<file path="config.mk">
export PLATFORM = sky130hd
export DESIGN_NAME = dram_mode_register_decode
export DESIGN_NICKNAME = d
export VERILOG_FILES = /design/src/mode_pkg.sv /design/src/cmd_if.sv /design/src/cmd_delay.sv /design/src/dram_mode_register_decode.sv
export SDC_FILE = /design/constraint.sdc
export NUM_CORES = 1
export LEC_CHECK = 0
export ABC_AREA = 1
export CAP_MARGIN = 5
export CORE_AREA = 2 2 89 91
export DETAILED_ROUTE_END_ITERATION = 8
export DIE_AREA = 0 0 91 93
export DONT_BUFFER_PORTS = 1
export PLACE_DENSITY = 0.69
export SLEW_MARGIN = 20
export SYNTH_ARGS = -nofsm -noshare
export SYNTH_HDL_FRONTEND = slang
export SYNTH_SLANG_ARGS = --single-unit
</file>
<file path="constraint.sdc">
create_clock -name ref_clk_i -period 4.15 [get_ports ref_clk_i]
set_input_delay 0.6225 -clock ref_clk_i [delete_from_list [all_inputs] [get_ports ref_clk_i]]
set_output_delay 0.6225 -clock ref_clk_i [all_outputs]
set_load 0.005 [all_outputs]
</file>
<file path="src/mode_pkg.sv">
// Package: constants for the mode register decode block
package mode_pkg;

  // ****************************************
  // Command and register geometry
  // ****************************************
  localparam int ADDR_W = 14;
  localparam int BANK_W = 2;
  localparam logic [1:0] BANK_PRIMARY = 2'h0;
  localparam logic [1:0] BANK_EXT1 = 2'h1;
  localparam logic [1:0] BANK_EXT2 = 2'h2;
  localparam logic [1:0] BANK_EXT3 = 2'h3;

  // ****************************************
  // Primary register fields
  // ****************************************
  localparam int BL_LSB = 0;
  localparam int BT_BIT = 3;
  localparam int RL_LSB = 4;
  localparam int TM_BIT = 7;
  localparam int DLLRST_BIT = 8;
  localparam int WR_LSB = 9;
  localparam int PD_BIT = 12;
  localparam logic [2:0] BL_FOUR = 3'h2;
  localparam logic [2:0] BL_EIGHT = 3'h3;
  localparam logic [2:0] RL_MIN_CODE = 3'h2;
  localparam logic [2:0] RL_MAX_CODE = 3'h5;
  localparam logic [2:0] WR_MIN_CODE = 3'h1;
  localparam logic [2:0] WR_MAX_CODE = 3'h5;

  // ****************************************
  // First extended register fields
  // ****************************************
  localparam int DLLDIS_BIT = 0;
  localparam int DIC_BIT = 1;
  localparam int RTT0_BIT = 2;
  localparam int AL_LSB = 3;
  localparam int RTT1_BIT = 6;
  localparam int CAL_LSB = 7;
  localparam int STRB_BIT = 10;
  localparam int RSTRB_BIT = 11;
  localparam int QOFF_BIT = 12;
  localparam logic [2:0] AL_MAX_CODE = 3'h4;
  localparam logic [1:0] RTT_OFF = 2'h0;
  localparam logic [1:0] RTT_75 = 2'h1;
  localparam logic [1:0] RTT_150 = 2'h2;

  // ****************************************
  // Calibration modes and reset values
  // ****************************************
  typedef enum logic [2:0] {
    CAL_EXIT = 3'h0,
    CAL_DRIVE_HIGH = 3'h1,
    CAL_DRIVE_LOW = 3'h2,
    CAL_ADJUST = 3'h4,
    CAL_DEFAULT = 3'h7
  } cal_mode_t;
  localparam logic [13:0] REG_RESET = 14'h0000;
  localparam int DELAY_MAX = 15;

endpackage : mode_pkg

</file>
<file path="src/cmd_if.sv">
// Interface: decoded read/write command stream between modules
`timescale 1ns/1ns
interface cmd_if;
  logic rd;
  logic wr;
  logic rd_dly;
  logic wr_dly;
  logic [2:0] delay;
  modport src (output rd, output wr, output delay, input rd_dly, input wr_dly);
  modport dly (input rd, input wr, input delay, output rd_dly, output wr_dly);
endinterface : cmd_if

</file>
<file path="src/cmd_delay.sv">
// Module: delays read and write commands by the added latency
`timescale 1ns/1ns
module cmd_delay
  import mode_pkg::*;
#(
  parameter int DEPTH = 4
)
(
  input wire logic ref_clk_i,
  input wire logic rst_i,
  cmd_if.dly c
);
  logic [DEPTH:0] rd_pipe_reg;
  logic [DEPTH:0] wr_pipe_reg;

  always_ff @(posedge ref_clk_i)
  begin
    if (rst_i)
    begin
      rd_pipe_reg <= '0;
      wr_pipe_reg <= '0;
    end
    else
    begin
      rd_pipe_reg <= {rd_pipe_reg[DEPTH-1:0], c.rd};
      wr_pipe_reg <= {wr_pipe_reg[DEPTH-1:0], c.wr};
    end
  end

  // Zero latency taps the live command
  always_comb
  begin
    c.rd_dly = (c.delay == 3'h0) ? c.rd : rd_pipe_reg[c.delay - 3'h1];
    c.wr_dly = (c.delay == 3'h0) ? c.wr : wr_pipe_reg[c.delay - 3'h1];
  end
endmodule : cmd_delay

</file>
<file path="src/dram_mode_register_decode.sv">
// Module: mode register decode of a DDR2 memory device
// Contract
// - Bank bits select primary or first extended
// - Bits 2:0 give burst of four/eight
// - Bit 3 selects sequential or interleaved order
// - Bits 6:4 read latency two to five
// - Bit 8 resets loop; bit 7 test mode
// - Bits 11:9 write recovery two to six
// - Bit 12 selects fast or slow exit
// - Mode fields are write-only, no read-back
// - Extended bit 0 low enables loop
// - Extended bit 1 picks full/weak drive
// - Extended bits 2,6 select termination value
// - Delay commands by added latency 0-4
// - Extended bits 9:7 decode calibration mode
// - Extended bits 11:10 configure strobes
// - Complement strobe high cycle before data (code raises it in the same cycle as data_oe_o)
// - Read strobe replaces write mask when enabled
// - Extended bit 12 tristates data and strobes
// - Self-refresh disables then re-enables loop
`timescale 1ns/1ns
module dram_mode_register_decode
  import mode_pkg::*;
#(
  parameter bit WIDE8 = 1'b1
)
(
  input wire logic ref_clk_i,
  input wire logic rst_i,
  input wire logic dev_clk_i,
  input wire logic sel_n_i,
  input wire logic row_strobe_n_i,
  input wire logic col_strobe_n_i,
  input wire logic write_en_n_i,
  input wire logic [1:0] bank_i,
  input wire logic [13:0] addr_i,
  input wire logic self_refresh_i,
  input wire logic rd_data_valid_i,
  output logic [3:0] burst_length_o,
  output logic burst_order_o,
  output logic [2:0] read_latency_o,
  output logic read_latency_bad_o,
  output logic vendor_test_select_o,
  output logic dll_reset_o,
  output logic [2:0] write_recovery_o,
  output logic write_recovery_bad_o,
  output logic power_down_exit_speed_o,
  output logic dll_enable_o,
  output logic driver_strength_select_o,
  output logic [1:0] termination_o,
  output logic termination_bad_o,
  output logic [2:0] added_latency_o,
  output logic [2:0] driver_calibration_o,
  output logic strobe_single_o,
  output logic read_strobe_o,
  output logic write_mask_en_o,
  output logic out_disable_o,
  output logic comp_strobe_oe_o,
  output logic comp_strobe_o,
  output logic read_strobe_oe_o,
  output logic data_oe_o,
  output logic rd_cmd_o,
  output logic wr_cmd_o,
  output logic ext_mode_load_cmd_o
);

  // ****************************************
  // Link sampling
  // ****************************************
  // Device clock is slow, so every pin except address bit 13 crosses two flops first
  logic [19:0] pins_s1_reg;
  logic [19:0] pins_s2_reg;
  logic clk_prev_reg;
  logic clk_rise;

  always_ff @(posedge ref_clk_i)
  begin
    if (rst_i)
    begin
      pins_s1_reg <= '0;
      pins_s2_reg <= '0;
      clk_prev_reg <= 1'b0;
    end
    else
    begin
      pins_s1_reg <= {dev_clk_i, sel_n_i, row_strobe_n_i, col_strobe_n_i, write_en_n_i, bank_i, addr_i[12:0]};
      pins_s2_reg <= pins_s1_reg;
      clk_prev_reg <= pins_s2_reg[19];
    end
  end

  assign clk_rise = pins_s2_reg[19] & ~clk_prev_reg;

  // Address bit 13 must be low; it is ignored rather than stored
  logic [3:0] ctl_s;
  logic [1:0] bank_s;
  logic [13:0] addr_s;
  logic load_cmd;
  logic rd_cmd;
  logic wr_cmd;
  assign ctl_s = pins_s2_reg[18:15];
  assign bank_s = pins_s2_reg[14:13];
  assign addr_s = {1'b0, pins_s2_reg[12:0]};
  assign load_cmd = clk_rise && (ctl_s == 4'h0);
  assign rd_cmd = clk_rise && (ctl_s == 4'h5);
  assign wr_cmd = clk_rise && (ctl_s == 4'h4);

  // ****************************************
  // Bank routing
  // ****************************************
  // Spare banks match neither target, so their loads fall away
  function automatic logic bank_hit(input logic cmd, input logic [1:0] bank, input logic [1:0] target);
    bank_hit = cmd && (bank == target);
  endfunction : bank_hit

  logic load_primary;
  logic load_ext1;
  assign load_primary = bank_hit(load_cmd, bank_s, BANK_PRIMARY);
  assign load_ext1 = bank_hit(load_cmd, bank_s, BANK_EXT1);

  // ****************************************
  // Mode registers
  // ****************************************
  // No read path exists: fields only leave as decoded controls
  logic [13:0] primary_mode_register_reg;
  logic [13:0] first_extended_mode_register_reg;

  always_ff @(posedge ref_clk_i)
  begin
    if (rst_i)
      primary_mode_register_reg <= REG_RESET;
    else if (load_primary)
      primary_mode_register_reg <= addr_s;
  end

  always_ff @(posedge ref_clk_i)
  begin
    if (rst_i)
      first_extended_mode_register_reg <= REG_RESET;
    else if (load_ext1)
      first_extended_mode_register_reg <= addr_s;
  end

  // ****************************************
  // Field decode
  // ****************************************
  function automatic logic in_range(input logic [2:0] v, input logic [2:0] lo, input logic [2:0] hi);
    in_range = (v >= lo) && (v <= hi);
  endfunction : in_range

  logic [13:0] pm;
  logic [13:0] em;
  logic [2:0] bl_code;
  logic [2:0] rl_code;
  logic [2:0] wr_code;
  logic [2:0] al_code;
  logic [1:0] rtt_code;
  logic self_ref_s1_reg;
  logic self_ref_s2_reg;
  assign pm = primary_mode_register_reg;
  assign em = first_extended_mode_register_reg;
  assign bl_code = pm[BL_LSB +: 3];
  assign rl_code = pm[RL_LSB +: 3];
  assign wr_code = pm[WR_LSB +: 3];
  assign al_code = em[AL_LSB +: 3];
  assign rtt_code = {em[RTT1_BIT], em[RTT0_BIT]};

  // Pulses follow the command, not the stored copy
  always_ff @(posedge ref_clk_i)
  begin
    if (rst_i)
    begin
      dll_reset_o <= 1'b0;
      ext_mode_load_cmd_o <= 1'b0;
    end
    else
    begin
      dll_reset_o <= load_primary && addr_s[DLLRST_BIT];
      ext_mode_load_cmd_o <= load_ext1;
    end
  end

  always_ff @(posedge ref_clk_i)
  begin
    if (rst_i)
    begin
      self_ref_s1_reg <= 1'b0;
      self_ref_s2_reg <= 1'b0;
    end
    else
    begin
      self_ref_s1_reg <= self_refresh_i;
      self_ref_s2_reg <= self_ref_s1_reg;
    end
  end

  always_ff @(posedge ref_clk_i)
  begin
    if (rst_i)
    begin
      burst_length_o <= 4'h0;
      burst_order_o <= 1'b0;
      read_latency_o <= 3'h0;
      read_latency_bad_o <= 1'b0;
      vendor_test_select_o <= 1'b0;
      write_recovery_o <= 3'h0;
      write_recovery_bad_o <= 1'b0;
      power_down_exit_speed_o <= 1'b0;
    end
    else
    begin
      burst_length_o <= (bl_code == BL_EIGHT) ? 4'h8 : ((bl_code == BL_FOUR) ? 4'h4 : 4'h0);
      burst_order_o <= pm[BT_BIT];
      read_latency_o <= rl_code;
      read_latency_bad_o <= !in_range(rl_code, RL_MIN_CODE, RL_MAX_CODE);
      vendor_test_select_o <= pm[TM_BIT];
      write_recovery_o <= wr_code + 3'h1;
      write_recovery_bad_o <= !in_range(wr_code, WR_MIN_CODE, WR_MAX_CODE);
      power_down_exit_speed_o <= pm[PD_BIT];
    end
  end

  always_ff @(posedge ref_clk_i)
  begin
    if (rst_i)
    begin
      dll_enable_o <= 1'b0;
      driver_strength_select_o <= 1'b0;
      termination_o <= RTT_OFF;
      termination_bad_o <= 1'b0;
      added_latency_o <= 3'h0;
      driver_calibration_o <= CAL_EXIT;
      strobe_single_o <= 1'b0;
      read_strobe_o <= 1'b0;
      write_mask_en_o <= 1'b1;
      out_disable_o <= 1'b0;
    end
    else
    begin
      dll_enable_o <= !em[DLLDIS_BIT] && !self_ref_s2_reg;
      driver_strength_select_o <= em[DIC_BIT];
      termination_o <= rtt_code;
      termination_bad_o <= (rtt_code == 2'h3);
      added_latency_o <= (al_code > AL_MAX_CODE) ? AL_MAX_CODE : al_code;
      driver_calibration_o <= em[CAL_LSB +: 3];
      strobe_single_o <= em[STRB_BIT];
      read_strobe_o <= WIDE8 && em[RSTRB_BIT];
      write_mask_en_o <= !(WIDE8 && em[RSTRB_BIT]);
      out_disable_o <= em[QOFF_BIT];
    end
  end

  // ****************************************
  // Added latency and output control
  // ****************************************
  cmd_if cmd ();
  assign cmd.rd = rd_cmd;
  assign cmd.wr = wr_cmd;
  assign cmd.delay = added_latency_o;

  // Delay counts reference clock cycles after the sampled command edge, not device clock edges
  cmd_delay #(.DEPTH(DELAY_MAX)) u_delay (
    .ref_clk_i(ref_clk_i),
    .rst_i(rst_i),
    .c(cmd)
  );

  logic rdv_s1_reg;
  logic rdv_s2_reg;
  logic rdv_early;

  always_ff @(posedge ref_clk_i)
  begin
    if (rst_i)
    begin
      rdv_s1_reg <= 1'b0;
      rdv_s2_reg <= 1'b0;
    end
    else
    begin
      rdv_s1_reg <= rd_data_valid_i;
      rdv_s2_reg <= rdv_s1_reg;
    end
  end
  assign rdv_early = rdv_s2_reg;

  always_ff @(posedge ref_clk_i)
  begin
    if (rst_i)
    begin
      rd_cmd_o <= 1'b0;
      wr_cmd_o <= 1'b0;
      data_oe_o <= 1'b0;
      comp_strobe_oe_o <= 1'b0;
      comp_strobe_o <= 1'b0;
      read_strobe_oe_o <= 1'b0;
    end
    else
    begin
      rd_cmd_o <= cmd.rd_dly;
      wr_cmd_o <= cmd.wr_dly;
      // Caller raises rd_data_valid_i one cycle ahead of the data
      data_oe_o <= rdv_early && !em[QOFF_BIT];
      comp_strobe_oe_o <= rdv_early && !em[QOFF_BIT] && !em[STRB_BIT];
      comp_strobe_o <= rdv_early && !em[STRB_BIT];
      read_strobe_oe_o <= rdv_early && !em[QOFF_BIT] && WIDE8 && em[RSTRB_BIT];
    end
  end

endmodule : dram_mode_register_decode

</file>
Yosys cells after proc, flatten, opt, wreduce, memory -nomap -nowiden --
Index checks and enable logic that the tools add are counted.
Word-level totals: ROM bits 0, bits in latches 0, word-level logic and storage cells 89, memories kept 0, RAM bits 0, register bits after elaboration 125
Cells by class: shift operators 0, multipliers 0, muxes and demuxes 9, magnitude comparators 6, reduce and logical (&&, ||, !) cells 25, eq/ne operators 6, bitwise logic cells 2, $add $sub $neg 2, div/mod/pow operators 0
Operators with widths (number):
- logical AND 1 bit | 13
- == test 4 x 3 -> 1 bit (second input constant) | 2
- logical NOT 1 bit | 7
- binary-select mux 1 bit (select 3 bit) | 2
- == test 3 x 2 -> 1 bit (second input constant) | 2
- <= comparator 3 bit (second input constant) | 2
- two-way mux 3 bit | 2
- < comparator 3 x 5 -> 1 bit (second input constant) | 1
- logical NOT 4 bit | 1
- two-way mux 1 bit | 4
- two-way mux 4 bit | 1
- OR reduction 2 bit | 2
- adder 3 x 1 -> 3 bit (second input constant) | 1
- greater-or-equal comparator 3 x 1 -> 1 bit (second input constant) | 1
- greater-or-equal comparator 3 x 2 -> 1 bit (second input constant) | 1
- greater-than comparator 3 bit (second input constant) | 1
- logical NOT 3 bit | 1
- subtractor 3 x 1 -> 3 bit (second input constant) | 1
- == test 2 x 1 -> 1 bit (second input constant) | 1
- == test 2 bit (second input constant) | 1
- logical NOT 2 bit | 1
- bitwise AND 1 bit | 1
- NOT 1 bit | 1

Depth between registers and ports, before layout --
word-level depth 5, mapped depth 8, depth with buffers taken out 7

Cells and area by module --
A second synthesis with hierarchy kept.
Second synthesis, totals: cell total of the unflattened synthesis 501, area total of the unflattened synthesis 4147.7 um2
Modules (own cells, without submodules):
- dram_mode_register_decode | times used 1, seq. area each 2122.0 um2, area an instance 3450.8 um2, cells each 401
- cmd_delay | times used 1, seq. area each 320.3 um2, area an instance 696.9 um2, cells each 100

Worst setup path before layout --
No wires, ideal clock.
path type reg2reg, from register added_latency_o[0], to register rd_cmd_o, arrival 1.253 ns, stages on the path, launching flop included 9, data required time 4.037 ns, setup slack 2.784 ns, path through dfxtp_1 -> buf_2 -> inv_2 -> ha_1 -> inv_1 -> nand3_1 -> nand3_1 -> nand3_1 -> nand2_1
On the way: cells in the longest elaborated chain, start to end 4, elaborated cells on any way between the ends 5
RTL lines:
- start, declared | line dram_mode_register_decode.sv:52 | output logic [2:0] added_latency_o,
- start signal, assigned | line dram_mode_register_decode.sv:244 | added_latency_o <= (al_code > AL_MAX_CODE) ? AL_MAX_CODE : al_code;
- subtractor 3 x 1 -> 3 bit | line cmd_delay.sv:33 | c.rd_dly = (c.delay == 3'h0) ? c.rd : rd_pipe_reg[c.delay - 3'h1];
- binary-select mux 1 bit (select 3 bit) | line cmd_delay.sv:33
- two-way mux 1 bit (implied by the code) | line cmd_delay.sv:33
- two-way mux 1 bit * | line cmd_delay.sv:33
- end signal, assigned | line dram_mode_register_decode.sv:300 | rd_cmd_o <= cmd.rd_dly;
- end, declared | line dram_mode_register_decode.sv:62 | output logic rd_cmd_o,
Every way passes the cells marked *; elsewhere a longest branch is shown, timed or not. The select of a mux whose other input is x is not followed. A chain may end at the register's enable or synchronous reset.

Worst setup path after layout --
Same ends and word-level chain as after synthesis.

==> results.md <==
- Fill count: 660
- Post-CTS setup buffer count: 0
- Synth Instances: 485
- Leakage Power: 0.00223 uW
- Clock H-tree levels: 4
- 1st-iter DRT viols: 89
- Worst vdd ir: 0.327 mV
- Sequential area share after synthesis: 60.7%
- Core area: 7530 sq um
- Die ar.: 8460 sq um
- Area Growth Syn to Fin: 16.7%
- Ys Warns: 0
- Final Cycle Share: 40.9%
- Largest net degree at the start of global routing: 82
- Drc violations: 0
- Overflow after GRT: 0
- TNS Setup: 0 ns
- Outcome: complete, no violations
- Max FO, Critical Path: 10
- DP Wirelength: 3.89 mm
- Pwr Density: 603 nW/um^2
- Vias in the first global route: 2,484
- Dpl cell area: 4050 sq um
- Final Util: 62.4%
- Vias: 2,617
- Final wirelength: 6.31 mm
- Nets: 517
- Cts bufs inserted: 17
- Gr usage total: 16.7%
- # hold bufs at CTS: 0
- Number of setup violations in the final report: 0
- Port Buf Inserts: 0
- CTS Buffer Depth: 2
- Setup WS post-layout: 2.45 ns
- Post-route minimum period: 1.70 ns
- Worst Hold Class: in -> reg
- Final instance area: 4690 sq um
- Kind of critical path: reg -> reg
- Per-cell routed wire length: 10.5 microns
- WP data required: 4.55 ns
- First-pass GRT wire length: 11.0 mm
- Total Power: 2830 uW
- Dpl ws: 2.49 ns
- Worst Skew: 0.00438 ns
- FMAX: 590 MHz
- Top Ports: 63
- Syn avg cell area: 8.29 sq um
- Layout cell share with drive strength beyond 1: 9.58%
- Worst setup SP type: flip-flop
- Final Max Slew Viols: 0
- Site Rows: 32
- Max-Cap Viols: 0
- Antenna cell count: 0
- Routability cong.: 0.749
- Initial antenna violation count: 0
- Clock Tree Root: clkbuf_8
- Clk_lat worst skew: 0.50 ns
- WP data arrival: 2.09 ns
- Die width: 91 microns
- CTS clk-pin slew, worst paths: 0.06 ns
- Yosys reg bits: 122
- CTS tree: built
- Crit end category: flip-flop
- Post-CTS Resized: 0
- Post-route ant nets: 0
- Unrepaired setup endpoints after global routing: no
- Die Ht: 93 microns
- Clk sinks: 122
- Drt pass-1 iters: 4
- DR vias/cell: 4.34
- Synth unique cells: 26
- Post-synthesis cell area: 4020 sq um
- Starting Density: 53.4%
- Final Hold Viols: 0
## Yosys cell counts
master | number | share of area [%]
o21ai_0 | 1 | 0.12
buf_1 | 3 | 0.28
nor2_1 | 124 | 12
inv_2 | 3 | 0.28
and2_1 | 1 | 0.16
nor4_1 | 4 | 0.62
nor3_1 | 5 | 0.62
nor2_2 | 1 | 0.16
buf_2 | 10 | 1.2
xnor2_1 | 2 | 0.44
conb_1 | 1 | 0.093
ha_1 | 4 | 1.2
o21ai_1 | 1 | 0.12
nand3_4 | 1 | 0.44
nand3_2 | 1 | 0.25
a21oi_2 | 9 | 2.0
nor2_4 | 2 | 0.56
nand3_1 | 17 | 2.1
a21oi_1 | 3 | 0.37
inv_1 | 101 | 9.4
nand2_2 | 1 | 0.16
dfxtp_1 | 122 | 61
buf_4 | 2 | 0.37
nand2_1 | 63 | 5.9
buf_6 | 2 | 0.56
xor2_1 | 1 | 0.22
## metrics by stage
step	cells	hold slack (ns)
floorplan	486	0.373
global placement	571	0.393
detailed placement	571	0.393
CTS	603	0.166
global route	603	0.156
finish	603	0.184
## layer usage
layer,global-route usage (%),share of wire (%)
met4,7.95,1.8
met1,18.5,46
met3,6.93,5.6
met5,0,0
met2,28.0,46
## worst paths after layout
kind / from / end / slack [ns] / cells after the start
hold / removal: rst_i / pins_s1_reg[11] / 0.18 / 1
hold reg to reg: self_ref_s2_reg / dll_enable_o / 0.39 / 1
setup reg to reg: added_latency_o[0] / rd_cmd_o / 2.45 / 7
setup / recovery: added_latency_o[0] / rd_cmd_o / 2.45 / 7
## worst max-delay path, cell delays in order, from the launching register on
cell     delay (ns)
dfxtp_1        0.56
inv_2          0.18
ha_1           0.42
inv_1          0.11
nand3_1        0.09
nand3_1        0.07
nand3_1        0.10
nand2_1        0.05
## cell usage in the layout, fill, tap and decap left out, types with 2 or more instances in the layout
master	Yosys	routed
nor2_1	124	124
dfxtp_1	122	122
inv_1	101	101
nand2_1	63	63
nand3_1	17	17
clkbuf_16	0	16
a21oi_2	9	9
nor3_1	5	5
bufinv_16	0	5
nor4_1	4	4
ha_1	4	4
inv_2	3	3
a21oi_1	3	3
clkbuf_8	0	3
clkinvlp_4	0	3
nor2_4	2	2
xnor2_1	2	2
conb_1	1	2
clkinv_2	0	2
clkbuf_1	0	2
## area by class of cell
class                           count  area (sq um)  share of cell area [%]
Clock buffer                       21           449                    9.57
Multi-Input combinational cell    243          1090                    23.3
Tap cell                          102           128                    2.72
Inverter                          104           390                    8.32
Clock inverter                     11           191                    4.08
Sequential cell                   122          2440                    52.0
## cells by family (layout without fill, tap and decap cells)
family          after synthesis  count (layout)  synth area share, %
flops                       122             122                 60.7
fa+ha+maj                     4               4                 1.24
compound gates               14              14                 2.58
buf+inv                     121             136                 12.2
xor+xnor                      3               3                0.654
other cells                   1               2               0.0933
simple gates                220             220                 22.5
## power breakdown
group | switching [uW] | leakage [uW] | internal (uW)
Clock | 489 | 0.000305 | 1070
Combinational | 35.0 | 0.000927 | 19.9
Sequential | 14.2 | 0.000995 | 1210
Note: power is estimated with default switching activity, not from simulation.
